--- src/rtl/acq_trigger_clock_sequencer_defines.vh ---
`ifndef ACQ_TRIGGER_CLOCK_SEQUENCER_DEFINES_VH
`define ACQ_TRIGGER_CLOCK_SEQUENCER_DEFINES_VH
`define CLK_PERIOD_PS          32'd25000
`define ANALOG_MIN_PS          32'd1250000
`define DIGITAL_MIN_PS         32'd600000
`define CT_MIN_PS              32'd3000000
`define SYNC_LATENCY_NS        32'd200
`define TRIG_MIN_HIGH_NS       32'd60
`define TRIG_SINGLE_MAX_NS     32'd250
`define ANALOG_MIN_CYC         ((`ANALOG_MIN_PS + `CLK_PERIOD_PS - 32'd1) / `CLK_PERIOD_PS)
`define DIGITAL_MIN_CYC        ((`DIGITAL_MIN_PS + `CLK_PERIOD_PS - 32'd1) / `CLK_PERIOD_PS)
`define CT_MIN_CYC             ((`CT_MIN_PS + `CLK_PERIOD_PS - 32'd1) / `CLK_PERIOD_PS)
`define SYNC_LATENCY_CYC       ((`SYNC_LATENCY_NS * 32'd1000) / `CLK_PERIOD_PS)
`define TRIG_MODE_OFF          2'h0
`define TRIG_MODE_SINGLE_SHOT  2'h1
`define TRIG_MODE_GATED        2'h2
`define CHAN_ANALOG            2'h0
`define CHAN_DIGITAL           2'h1
`define CHAN_COUNTER           2'h2
`endif

--- src/rtl/acq_trigger_clock_sequencer.v ---
`timescale 1ns/10ps
`default_nettype none
`include "acq_trigger_clock_sequencer_defines.vh"

module acq_trigger_clock_sequencer #(
	parameter CNT_W    = 32,
	parameter PERIOD_W = 24,
	parameter CHAN_W   = 6
) (
	// Clock, reset, enable
	input  wire                core_clk,
	input  wire                reset,
	input  wire                clk_en,
	// External pins
	input  wire                in_trigger_pin,
	input  wire                in_ext_clock_pin,
	input  wire                out_trigger_pin,
	input  wire                out_ext_clock_pin,
	// Input procedure settings
	input  wire                in_start,
	input  wire                in_stop,
	input  wire [1:0]          in_trigger_mode_select,
	input  wire                in_whole_list_clock_select,
	input  wire                in_ext_clock_select,
	input  wire                counter_expansion_used,
	input  wire [PERIOD_W-1:0] in_period_cycles,
	input  wire [CHAN_W-1:0]   in_list_length,
	input  wire [1:0]          in_first_chan_type,
	input  wire [CNT_W-1:0]    in_sample_count,
	// Output procedure settings
	input  wire                out_start,
	input  wire                out_stop,
	input  wire [1:0]          out_trigger_mode_select,
	input  wire                out_whole_list_clock_select,
	input  wire                out_ext_clock_select,
	input  wire [PERIOD_W-1:0] out_period_cycles,
	input  wire [CHAN_W-1:0]   out_list_length,
	input  wire [CNT_W-1:0]    out_update_count,
	// Input sequencing results
	output reg                 sample_strobe,
	output reg  [CHAN_W-1:0]   sample_chan,
	output reg                 in_running,
	output reg                 in_done,
	output reg  [PERIOD_W-1:0] analog_cycles,
	output reg  [PERIOD_W-1:0] effective_in_period,
	// Output sequencing results
	output reg                 update_strobe,
	output reg  [CHAN_W-1:0]   update_chan,
	output reg                 out_running,
	output reg                 out_done
);

	localparam [4:0] ST_IDLE = 5'h01;
	localparam [4:0] ST_ARM  = 5'h02;
	localparam [4:0] ST_PAD  = 5'h04;
	localparam [4:0] ST_RUN  = 5'h08;
	localparam [4:0] ST_WAIT = 5'h10;

	// Limits kept at full width, then cut to the period width
	localparam [31:0]         ANALOG_MIN_W  = `ANALOG_MIN_CYC;
	localparam [31:0]         DIGITAL_MIN_W = `DIGITAL_MIN_CYC;
	localparam [31:0]         CT_MIN_W      = `CT_MIN_CYC;
	localparam [PERIOD_W-1:0] ANALOG_MIN    = ANALOG_MIN_W[PERIOD_W-1:0];
	localparam [PERIOD_W-1:0] DIGITAL_MIN   = DIGITAL_MIN_W[PERIOD_W-1:0];
	localparam [PERIOD_W-1:0] CT_MIN        = CT_MIN_W[PERIOD_W-1:0];

	// Two-stage synchronisers then edge history
	reg [1:0] in_trig_sync;
	reg [1:0] in_clk_sync;
	reg [1:0] out_trig_sync;
	reg [1:0] out_clk_sync;
	reg       in_trig_last;
	reg       in_clk_last;
	reg       out_trig_last;
	reg       out_clk_last;

	always @(posedge core_clk) begin
		if (reset) begin
			in_trig_sync  <= 2'h0;
			in_clk_sync   <= 2'h0;
			out_trig_sync <= 2'h0;
			out_clk_sync  <= 2'h0;
			in_trig_last  <= 1'b0;
			in_clk_last   <= 1'b0;
			out_trig_last <= 1'b0;
			out_clk_last  <= 1'b0;
		end else if (clk_en) begin
			in_trig_sync  <= {in_trig_sync[0], in_trigger_pin};
			in_clk_sync   <= {in_clk_sync[0], in_ext_clock_pin};
			out_trig_sync <= {out_trig_sync[0], out_trigger_pin};
			out_clk_sync  <= {out_clk_sync[0], out_ext_clock_pin};
			in_trig_last  <= in_trig_sync[1];
			in_clk_last   <= in_clk_sync[1];
			out_trig_last <= out_trig_sync[1];
			out_clk_last  <= out_clk_sync[1];
		end
	end

	// Pin to edge takes two cycles, inside the latency budget
	wire in_trig_level = in_trig_sync[1];
	wire in_trig_rise  = in_trig_sync[1] & ~in_trig_last;
	wire in_clk_rise   = in_clk_sync[1] & ~in_clk_last;
	wire out_trig_lvl  = out_trig_sync[1];
	wire out_trig_rise = out_trig_sync[1] & ~out_trig_last;
	wire out_clk_rise  = out_clk_sync[1] & ~out_clk_last;

	// Input period limits and analog cycle count
	reg [PERIOD_W-1:0] next_eff_period;
	reg [PERIOD_W-1:0] next_analog_cycles;
	always @* begin
		next_eff_period = in_period_cycles;
		if (next_eff_period < DIGITAL_MIN)
			next_eff_period = DIGITAL_MIN;
		if (counter_expansion_used && next_eff_period < CT_MIN)
			next_eff_period = CT_MIN;
		next_analog_cycles = (ANALOG_MIN + next_eff_period - 1'b1) / next_eff_period;
	end

	// Input sequencer
	reg [4:0]          in_state;
	reg [PERIOD_W-1:0] in_timer;
	reg [CHAN_W-1:0]   in_chan;
	reg [CNT_W-1:0]    in_taken;
	reg                in_pad_done;
	reg                in_fresh;

	wire in_gated   = (in_trigger_mode_select == `TRIG_MODE_GATED);
	wire in_trig_on = (in_trigger_mode_select != `TRIG_MODE_OFF);
	wire in_last_ch = (in_chan == in_list_length - 1'b1);
	wire in_tick    = in_ext_clock_select ? in_clk_rise : (in_timer == {PERIOD_W{1'b0}});
	// Gated stop is decided where a new list or channel would begin
	wire in_unit_start = in_whole_list_clock_select ? (in_chan == {CHAN_W{1'b0}}) : 1'b1;
	wire in_count_hit = (in_sample_count != {CNT_W{1'b0}}) &&
		(in_taken + 1'b1 >= in_sample_count);
	// Single-shot aligns to a rising edge; external clock starts on next edge
	wire in_go = in_ext_clock_select ?
		((!in_trig_on || in_trig_level) && in_clk_rise) :
		(!in_trig_on || in_trig_rise);

	always @(posedge core_clk) begin
		if (reset) begin
			in_state            <= ST_IDLE;
			in_timer            <= {PERIOD_W{1'b0}};
			in_chan             <= {CHAN_W{1'b0}};
			in_taken            <= {CNT_W{1'b0}};
			in_pad_done         <= 1'b0;
			in_fresh            <= 1'b0;
			sample_strobe       <= 1'b0;
			sample_chan         <= {CHAN_W{1'b0}};
			in_running          <= 1'b0;
			in_done             <= 1'b0;
			analog_cycles       <= {PERIOD_W{1'b0}};
			effective_in_period <= {PERIOD_W{1'b0}};
		end else if (clk_en) begin
			sample_strobe       <= 1'b0;
			analog_cycles       <= next_analog_cycles;
			effective_in_period <= next_eff_period;
			if (in_timer != {PERIOD_W{1'b0}})
				in_timer <= in_timer - 1'b1;
			case (in_state)
			ST_IDLE: begin
				if (in_start) begin
					in_state    <= ST_ARM;
					in_chan     <= {CHAN_W{1'b0}};
					in_taken    <= {CNT_W{1'b0}};
					in_done     <= 1'b0;
					in_pad_done <= 1'b0;
				end
			end
			ST_ARM, ST_WAIT: begin
				if (in_stop) begin
					in_state <= ST_IDLE;
				end else if (in_go) begin
					in_running <= 1'b1;
					in_fresh   <= 1'b1;
					// Pad one period when a counter leads the list
					if (in_first_chan_type == `CHAN_COUNTER && !in_pad_done) begin
						in_state <= ST_PAD;
						in_timer <= next_eff_period - 1'b1;
					end else begin
						in_state <= ST_RUN;
						in_timer <= {PERIOD_W{1'b0}};
					end
				end
			end
			ST_PAD: begin
				if (in_timer == {PERIOD_W{1'b0}}) begin
					in_state    <= ST_RUN;
					in_pad_done <= 1'b1;
				end
			end
			ST_RUN: begin
				if (in_stop) begin
					in_state   <= ST_IDLE;
					in_running <= 1'b0;
				end else if (in_tick || (in_ext_clock_select && sample_chan != in_chan &&
					in_whole_list_clock_select && in_chan != {CHAN_W{1'b0}} &&
					in_timer == {PERIOD_W{1'b0}})) begin
					if (in_gated && !in_trig_level && in_unit_start && !in_fresh) begin
						// Trigger low: halt without taking another sample
						in_state   <= ST_WAIT;
						in_running <= 1'b0;
					end else begin
						sample_strobe <= 1'b1;
						sample_chan   <= in_chan;
						in_fresh      <= 1'b0;
						in_taken      <= in_taken + 1'b1;
						in_timer      <= next_eff_period - 1'b1;
						in_chan       <= in_last_ch ? {CHAN_W{1'b0}} : in_chan + 1'b1;
						// Count of zero runs until stopped
						if (in_count_hit) begin
							in_state   <= ST_IDLE;
							in_running <= 1'b0;
							in_done    <= 1'b1;
						end
					end
				end
			end
			default: in_state <= ST_IDLE;
			endcase
		end
	end

	// Output sequencer
	reg [4:0]          out_state;
	reg [PERIOD_W-1:0] out_timer;
	reg [CHAN_W-1:0]   out_chan;
	reg [CNT_W-1:0]    out_taken;
	reg                out_list_busy;
	reg                out_fresh;

	wire out_gated    = (out_trigger_mode_select == `TRIG_MODE_GATED);
	wire out_trig_on  = (out_trigger_mode_select != `TRIG_MODE_OFF);
	wire out_last_ch  = (out_chan == out_list_length - 1'b1);
	wire out_timer_up = (out_timer == {PERIOD_W{1'b0}});
	// External edge starts a list or one channel; rest of list follows period
	wire out_tick = out_ext_clock_select ?
		(out_clk_rise || (out_list_busy && out_timer_up)) : out_timer_up;
	// Whole-list output may only halt before channel 0
	wire out_unit_start = out_whole_list_clock_select ? (out_chan == {CHAN_W{1'b0}}) : 1'b1;
	wire out_count_hit = (out_update_count != {CNT_W{1'b0}}) &&
		(out_taken + 1'b1 >= out_update_count);
	wire out_go = !out_trig_on || out_trig_rise;

	always @(posedge core_clk) begin
		if (reset) begin
			out_state     <= ST_IDLE;
			out_timer     <= {PERIOD_W{1'b0}};
			out_chan      <= {CHAN_W{1'b0}};
			out_taken     <= {CNT_W{1'b0}};
			out_list_busy <= 1'b0;
			out_fresh     <= 1'b0;
			update_strobe <= 1'b0;
			update_chan   <= {CHAN_W{1'b0}};
			out_running   <= 1'b0;
			out_done      <= 1'b0;
		end else if (clk_en) begin
			update_strobe <= 1'b0;
			if (!out_timer_up)
				out_timer <= out_timer - 1'b1;
			case (out_state)
			ST_IDLE: begin
				if (out_start) begin
					out_state     <= ST_ARM;
					out_chan      <= {CHAN_W{1'b0}};
					out_taken     <= {CNT_W{1'b0}};
					out_done      <= 1'b0;
					out_list_busy <= 1'b0;
				end
			end
			ST_ARM, ST_WAIT: begin
				if (out_stop) begin
					out_state <= ST_IDLE;
				end else if (out_go) begin
					out_state   <= ST_RUN;
					out_running <= 1'b1;
					out_fresh   <= 1'b1;
					out_timer   <= {PERIOD_W{1'b0}};
				end
			end
			ST_RUN: begin
				if (out_stop) begin
					out_state     <= ST_IDLE;
					out_running   <= 1'b0;
					out_list_busy <= 1'b0;
				end else if (out_tick && (out_ext_clock_select ? (out_clk_rise ||
					out_list_busy) : 1'b1)) begin
					if (out_gated && !out_trig_lvl && out_unit_start && !out_fresh) begin
						// Trigger low: halt without another update
						out_state     <= ST_WAIT;
						out_running   <= 1'b0;
						out_list_busy <= 1'b0;
					end else begin
						update_strobe <= 1'b1;
						update_chan   <= out_chan;
						out_fresh     <= 1'b0;
						out_taken     <= out_taken + 1'b1;
						out_timer     <= out_period_cycles - 1'b1;
						out_chan      <= out_last_ch ? {CHAN_W{1'b0}} : out_chan + 1'b1;
						out_list_busy <= out_whole_list_clock_select && !out_last_ch;
						// Count of zero runs until stopped
						if (out_count_hit) begin
							out_state   <= ST_IDLE;
							out_running <= 1'b0;
							out_done    <= 1'b1;
						end
					end
				end
			end
			default: out_state <= ST_IDLE;
			endcase
		end
	end

endmodule // acq_trigger_clock_sequencer
`default_nettype wire

--- config.mk ---
export PLATFORM = sky130hd
export DESIGN_NAME = acq_trigger_clock_sequencer
export DESIGN_NICKNAME = d
export VERILOG_FILES = /design/src/rtl/acq_trigger_clock_sequencer.v
export VERILOG_INCLUDE_DIRS = /design/src /design/src/rtl
export SDC_FILE = /design/constraint.sdc
export NUM_CORES = 1
export LEC_CHECK = 0
export BUFFER_PORTS_ARGS = -buffer_cell sky130_fd_sc_hd__buf_2
export CAP_MARGIN = 25
export CORE_ASPECT_RATIO = 1.5
export CORE_MARGIN = 1
export CORE_UTILIZATION = 60
export DETAILED_ROUTE_END_ITERATION = 6
export PLACE_DENSITY = 0.79
export RECOVER_POWER = 25
export SYNTH_ARGS = -nofsm -noshare
export SYNTH_HDL_FRONTEND = slang
export SYNTH_SLANG_ARGS = --single-unit
--- constraint.sdc ---
create_clock -name core_clk -period 94.4 [get_ports core_clk]
set_input_delay 4.72 -clock core_clk [delete_from_list [all_inputs] [get_ports core_clk]]
set_output_delay 4.72 -clock core_clk [all_outputs]
set_load 0.05 [all_outputs]
Yosys cells after proc, flatten, opt, wreduce, memory -nomap -nowiden
Cells that the tools add are included.
Widths: inputs -> output; s select.
- add/sub/neg operators: 12
- divide/modulo/power cells: 1
- $lt $le $gt $ge: 4
- eq/ne operators: 36
- multiplexer cells: 111
- bitwise operators: 12
- reduce and logical (&&, ||, !) cells: 63
- operators by type and width (cell ; number):
    $mux 24 ; 15
    $mux 32 ; 8
    $pmux 32 s2 ; 2
    $sub 24x1->24 const B ; 5
    $pmux 24 s2 ; 2
    $mux 5 ; 15
    $add 32x1->32 const B ; 2
    $ge 32x32->1 ; 2
    $reduce_bool 32->1 ; 2
    $mux 6 ; 10
    $logic_not 24->1 ; 2
    $mux 1 ; 46
    $ne 2x2->1 const B ; 15
    $reduce_and 6->1 ; 5
    $reduce_and 7->1 ; 4
    $add 6x24->24 const A ; 1
    $div 24x24->24 ; 1
    $lt 24x5->1 const B ; 1
    $lt 24x7->1 const B ; 1
    $pmux 6 s2 ; 2
    $reduce_bool 24->1 ; 1
    $pmux 5 s4 ; 1
    $logic_and 1x1->1 ; 18
    $pmux 1 s2 ; 8
    24 further kinds ; 70
- bits in registers: 216
- input bits: 146
- output and inout port bits: 66
- logic and storage cells: 269

Depth between registers and ports, before layout
Gate-level depths: netlist of run 1.
- depth after elaboration: 10
- gate-level depth with buffers: 218
- depth with buffers taken out: 198

Least setup slack after synthesis of run 1
No wires, ideal clock.
- path type: in2reg
- from: input port in_period_cycles[19]
- to: register analog_cycles[0]
- data arrival time: 48034 ps
- required time: 94276 ps
- path slack: 46241 ps
- stages on the path: 198
- cell sequence: buf_2 -> or4_4 -> nor2_8 -> nand3_1 -> nand2_1 -> inv_1 -> ha_1 -> nand3_1 -> o21a_1 -> a2111oi_2 -> or3_1 -> ha_1 -> nand2_1 -> a21oi_1 -> nor2b_1 -> nor3_1 -> mux2_2 -> nand2_1 -> [162 not listed] -> a21oi_1 -> a31o_2 -> a221oi_2 -> a211oi_2 -> buf_2 -> mux2_2 -> ha_1 -> a21o_1 -> a21oi_1 -> nor2b_1 -> o21ai_0 -> nand2b_1 -> a21oi_1 -> nor2b_1 -> o21ai_0 -> nand2b_1 -> a31oi_1 -> o21ai_0
- word-level cells in the longest chain between the ends: 8
- ends and longest elaborated chain (element ; line ; text):
    from (decl) ; acq_trigger_clock_sequencer.v:26 ; input wire [PERIOD_W-1:0] in_period_cycles,
    $lt 24x5->1 ; acq_trigger_clock_sequencer.v:112 ; if (next_eff_period < DIGITAL_MIN)
    $mux 24 (*) ; acq_trigger_clock_sequencer.v:112 ;
    $lt 24x7->1 ; acq_trigger_clock_sequencer.v:114 ; if (counter_expansion_used && next_eff_period < CT_MIN)
    $logic_and 1x1->1 ; acq_trigger_clock_sequencer.v:114 ;
    $mux 24 (*) ; acq_trigger_clock_sequencer.v:114 ;
    via next_eff_period[0] ; acq_trigger_clock_sequencer.v:108 ; reg [PERIOD_W-1:0] next_eff_period;
    $add 6x24->24 ; acq_trigger_clock_sequencer.v:116 ; next_analog_cycles = (ANALOG_MIN + next_eff_period - 1'b1) / next_eff_period;
    $sub 24x1->24 ; acq_trigger_clock_sequencer.v:116 ;
    $div 24x24->24 (*) ; acq_trigger_clock_sequencer.v:116 ;
    to (signal assigned) ; acq_trigger_clock_sequencer.v:152 ; analog_cycles <= {PERIOD_W{1'b0}};
    to (signal assigned) ; acq_trigger_clock_sequencer.v:156 ; analog_cycles <= next_analog_cycles;
    to (decl) ; acq_trigger_clock_sequencer.v:44 ; output reg [PERIOD_W-1:0] analog_cycles,
The timed path passes the listed nets; every way through them passes the cells marked *.
A chain may end at the register's enable or synchronous reset.

Final worst setup path of run 1
- from: input port in_period_cycles[14]
- to: register analog_cycles[0]
The elaborated chain is that of the path after synthesis.

==> reports/qor.csv, run 1 <==
metric,value,unit
outcome,finished with violations,
violations,"max-capacitance violations, max-slew violations",
place_ws,38380,ps
ys.flop_type,dfxtp_1,
final.setup.tns,0,ps
final_area,32700,sq um
post_dp_cell_area,31900,sq um
post_cts_buffers,0,
post-dp-hpwl,80300,um
area_growth,7.78,%
fin_util,0.656,
tritoncts,built,
drc_errors,0,
min_period,57040,ps
io_pins,212,
synth.distinct_cells,110,
vias,32815,
syn_nets,4689,
final_cells,4976,
min_path_type,reg2reg,
tightest_slew,3490,ps
crit_path_end_kind,flop,
insertion_delay,570,ps
grtUsageTotal,0.396,
drive_above_1_share,0.0959,
fmax,17.5,MHz
start_util,0.609,
ys_seq_elements,215,
holdBufCountCts,0,
cap_violations,2,
setup_slack,37360,ps
p_per_area,14.0,nW/um^2
synth_warnings,0,
total_power,0.456,mW
portBuffers,211,
grt_max_degree,83,
place_congestion,1.04,
hold_viol,0,
crit_fanout,27,
rsz0062_at_grt,no,
dr.pass1.iters,6,
async_flop_share,0,
yosysSeqAreaShare,0.142,
grt_pass1_wl,162000,um
mappedNetlistArea,30300,sq um
syn_area_per_cell,7.26,sq um
setup_viol,0,
startpoint_type,input port,
criticalPathCategory,in2reg,
cts_buffers,25,
htreeDepth,1,
grt_pass1_vias,31570,
finalMaxSlewViolations,135,
fillers,4632,
cpPeakStageDelay,940,ps
cp.arrival,57470,ps
via_per_inst,6.59,
postSynthCellCount,4173,
slowest_stage,nor4_1,
post-route-period-util,0.604,
whs,458,ps
root_buffer,clkbuf_16,
place_inst,4924,
coreArea,49800,sq um
cts.sinks,215,
clk_path_buf_depth,3,
wl_per_cell,21.1,um
total_leakage_power,14.4,nW
grt_overflow,0,
final_nets,4806,
die_h,277,um
crit_top_cell,ha_1,
ir_worst_vdd,0.0144,mV
dieArea,51400,sq um
drt_iter0_drc,2551,
synth_edf_count,0,
cts_resized,0,
die_x,186,um
grt_antenna_before_repair,11,
fin_skew,27.6,ps
num_rows,100,
slew_headroom,-1.33,
drt_wl_total,105000,um
cp.required,94830,ps
clk_pin_slew,60,ps
antenna_left,0,
[registers in the layout, indices dropped and copies added, names as in the netlist, 4 cells and up]
register,count
in_taken,32
out_taken,32
analog_cycles,24
effective_in_period,24
in_timer,24
out_timer,24
in_chan,6
out_chan,6
sample_chan,6
update_chan,6
in_state,5
out_state,4
[logic make-up after synthesis]
group | count (synthesis) | synth area share
multiplexers | 128 | 0.0453
buffers and inverters | 363 | 0.0475
AND/OR/NAND/NOR | 1588 | 0.259
flip-flops | 215 | 0.142
AO/OA/AOI/OAI | 1185 | 0.260
adder cells (fa/ha/maj) | 370 | 0.153
XOR/XNOR | 324 | 0.0936
[worst max-delay path: cells and delay by family]
family / cells / cell delay (ps)
compound gates: 89 / 25450
fa+ha+maj: 21 / 7340
buf+inv: 10 / 2220
mux: 6 / 2170
simple gates: 55 / 15480
[area by class of cell]
class | instances | area (sq um) | share of cell area
Sequential cell | 215 | 4300 | 0.132
Timing Repair Buffer | 255 | 1350 | 0.0414
Antenna cell | 6 | 15.0 | 0.000460
Inverter | 198 | 743 | 0.0227
Clock buffer | 31 | 678 | 0.0208
Clock inverter | 13 | 119 | 0.00364
Multi-Input combinational cell | 3595 | 24600 | 0.754
Tap cell | 663 | 830 | 0.0254
[cells in the mapped netlist, types with 75 or more instances]
library cell	n	area [sq um]
dfxtp_1	215	4300
xor2_1	128	1120
nand3_1	132	661
nor2_1	483	1810
a21o_1	103	773
xnor2_1	196	1720
nor3_1	119	596
o21ai_0	212	1060
inv_1	195	732
nand4_1	75	469
nand2_1	354	1330
clkbuf_1	114	428
a21oi_1	307	1540
ha_1	370	4630
[path summary, 6_finish.rpt]
kind	from	to	slack (ps)	cells past startpoint
hold / removal	update_chan[1]	update_chan[1]	460	2
setup reg to reg	in_taken[0]	in_state[0]	89750	21
setup / recovery	in_period_cycles[14]	analog_cycles[0]	37360	181
hold reg to reg	update_chan[1]	update_chan[1]	460	2
[power by group]
| group | switching (mW) | internal (mW) |
|---|---|---|
| registers | 0.00903 | 0.0995 |
| clock network | 0.0433 | 0.0541 |
| logic | 0.149 | 0.100 |
[per-layer routing]
layer | global-route usage | wire (um) | vias to the layer above
met1 | 0.419 | 38200 | 15110
met5 | 0 | 43 | -
met3 | 0.0776 | 8760 | 579
met2 | 0.672 | 48400 | 1513
met4 | 0.324 | 9530 | 8
li1 | - | - | 15605
[placed cells by master (no fill, tap or decap), drive strengths merged, types with 14 or more instances in the layout]
master | synthesis | final
o22ai | 31 | 31
clkbuf | 114 | 82
and2 | 45 | 45
nand4 | 75 | 75
nor2 | 488 | 488
or4 | 24 | 24
nand2 | 357 | 357
a211oi | 48 | 48
nor4 | 63 | 63
nand3 | 134 | 134
a22oi | 55 | 55
a211o | 18 | 18
xnor2 | 196 | 196
a31oi | 73 | 73
dfxtp | 215 | 215
a21oi | 308 | 308
nor2b | 40 | 40
ha | 370 | 370
o21bai | 27 | 27
xor2 | 128 | 128
or3 | 46 | 46
nor3 | 121 | 121
o21a | 65 | 65
o211ai | 36 | 36
buf | 51 | 204
nand2b | 52 | 52
o32ai | 17 | 17
o31ai | 26 | 26
or2 | 32 | 32
and3 | 51 | 51
mux2 | 57 | 57
a21o | 103 | 103
nand3b | 20 | 20
inv | 198 | 201
o221ai | 14 | 14
o21ai | 220 | 220
mux2i | 71 | 71
Note: power is estimated with default switching activity, not from simulation.
==> run 2: changes to the inputs <==
CORE_UTILIZATION = 57   (was 60)
clock period = 47 ns   (was 94.4 ns; I/O delays follow)
==> run 2 against run 1 <==
  * Total power increased by 110%
  * The run ends with design-rule violations, max-capacitance violations, max-slew violations left
  * Core utilization decreased by 0.83 points
  * Clock skew increased by 7.2 ps
  * Sequential power increased by 100%
  * Worst hold slack got worse by 1.3 ps
  * Via count increased by 2.0%
  * Non-clock buffer count increased by 125
  * Cell count increased by 2.9%
  * Cell area increased by 4.3%
==> reports/qor.csv, run 2 (synthesis gave the netlist of run 1 again) <==
metric,value,unit
violations,"design-rule violations, max-capacitance violations, max-slew violations",
cp_num_cells,183,
wl_per_cell,21.6,um
wl_met2,51900,um
htreeDepth,1,
vias,33479,
ir_worst_vdd,0.0264,mV
dr.pass1.iters,7,
switching_power,0.419,mW
die_x,190,um
ff2ff_path_depth,11,
p_per_area,28.3,nW/um^2
area_growth,12.4,%
final_cells,5119,
cp.required,47450,ps
place_congestion,1.10,
power_frac_seq,0.226,
clk_path_buf_depth,3,
final_cell_mix,"nor2_1, ha_1, nand2_1, a21oi_1, dfxtp_1",
whs,457,ps
drive_above_1_share,0.135,
portBuffers,211,
grt_pass1_wl,169000,um
multi_input_area,24900,sq um
min_path_type,reg2reg,
clk_pin_slew,60,ps
slowest_stage,a211oi_1,
hold_path.startpoint,update_chan[2],
via_per_inst,6.54,
start_util,0.577,
io_pins,212,
grtUsageTotal,0.393,
pwr-share-clk,0.234,
min_period,44790,ps
drt_wl_total,111000,um
grt_pass1_vias,31975,
setup_viol,0,
dieArea,54100,sq um
p_sw_frac,0.434,
total_leakage_power,15.2,nW
tightest_slew,4010,ps
fmax,22.3,MHz
drt-met1-wl,40100,um
internal-power,0.546,mW
drt_iter0_drc,2713,
layout_commonest_cell,nor2_1,
slew_headroom,-1.67,
outcome,finished with violations,
holdPathStages,2,
grt_antenna_before_repair,9,
crit_top_cell,ha_1,
wl_met3,8880,um
tritoncts,built,
comb_power_share,0.540,
antenna_left,0,
fillers,4884,
crit_path_end_kind,flop,
whs_endpoint,update_chan[2],
grt_max_degree,86,
startpoint_type,input port,
cts_buffers,26,
coreArea,52600,sq um
cp.arrival,45240,ps
largestRegisters,"in_taken (32), out_taken (32)",
routed.top_layer,met5,
critPathTopFamily,compound AO/OA/AOI/OAI gates,
drc_errors,11,
seqCellArea,4300,sq um
fin_skew,34.8,ps
cap_violations,3,
post-dp-hpwl,84800,um
num_rows,103,
r2r_setup_slack,42230,ps
place_inst,5053,
worstReg2RegEnd,out_chan[5],
cpPeakStageDelay,560,ps
hold_viol,0,
insertion_delay,580,ps
path_buf_inv,18,
crit_fanout,25,
final_nets,4933,
die_h,284,um
grt_overflow,0,
post-route-period-util,0.953,
r2r-start,out_timer[16],
root_buffer,clkbuf_16,
criticalPathCategory,in2reg,
cts.sinks,215,
finalMaxSlewViolations,200,
## run 2: changes by cell type in the layout (fill, tap and decap cells not counted), sizes merged, moves of 2 or more
cell	change
clkinvlp	-2
inv	-2
bufinv	+3
diode	-4
buf	+134
clkbuf	-6
## run 2: repair_timing
action / 4_1_cts / 5_1_grt
setup endpoints to repair: 1 / 2
buffers inserted: 4 / 11
hold buffers: 0 / 0
pin swaps: 1 / 11
gates cloned: 0 / 1
gates resized for setup: 0 / 68
## run 2: worst reg2reg max path: stages (launching register included)
cell and delay, ps:
dfxtp_1 360, or4_1 650, or4_1 550, nor3_1 580
a21oi_1 270, o21ai_0 200, o211ai_1 110, buf_4 290
inv_2 380, nand2_1 490, or4_1 630, a21oi_1 140
## run 2: worst max-delay path by stage
stage	startpoint	end	slack (ps)
2_1_floorplan	in_period_cycles[19]	analog_cycles[0]	1210
4_1_cts	in_period_cycles[8]	analog_cycles[0]	210
3_5_place_dp	in_period_cycles[8]	analog_cycles[0]	-570
3_3_place_gp	in_period_cycles[8]	analog_cycles[0]	290
6_report	in_period_cycles[15]	analog_cycles[0]	2210
5_1_grt	in_period_cycles[8]	analog_cycles[0]	-100
## run 2: per-stage QoR
stage | TNS (ps) | area (sq um) | power [mW] | util | setup slack, ps
2_1_floorplan | 0 | 30300 | 0.596 | - | 1210
4_1_cts | 0 | 33700 | 0.948 | 0.642 | 210
3_3_place_gp | 0 | 32800 | 0.716 | 0.623 | 294
3_5_place_dp | -572 | 32800 | 0.720 | 0.623 | -572
5_1_grt | -103 | 34100 | 1.03 | 0.648 | -103
6_report | 0 | 34100 | 0.965 | 0.648 | 2210
## run 2: cell type report
type | instances | share of cell area
well taps | 682 | 0.0251
clock inverters | 12 | 0.00540
multi-input cells | 3596 | 0.731
diodes | 2 | 0.000147
clock buffers | 34 | 0.0221
inverters | 198 | 0.0218
flip-flops and latches | 215 | 0.126
repair buffers | 380 | 0.0678
## run 2: power groups by stage
stage | Combinational, mW | Clock, mW | Sequential (mW)
5_1_grt | 0.571 | 0.235 | 0.220
3_3_place_gp | 0.495 | 0 | 0.221
2_1_floorplan | 0.374 | 0 | 0.222
4_1_cts | 0.504 | 0.227 | 0.217
6_report | 0.521 | 0.226 | 0.218
3_5_place_dp | 0.499 | 0 | 0.221
## run 2: routing by layer
metal	up-vias	GRT usage
li1	15857	-
met1	15454	0.420
met2	1603	0.675
met3	553	0.0753
met4	12	0.303
met5	-	0
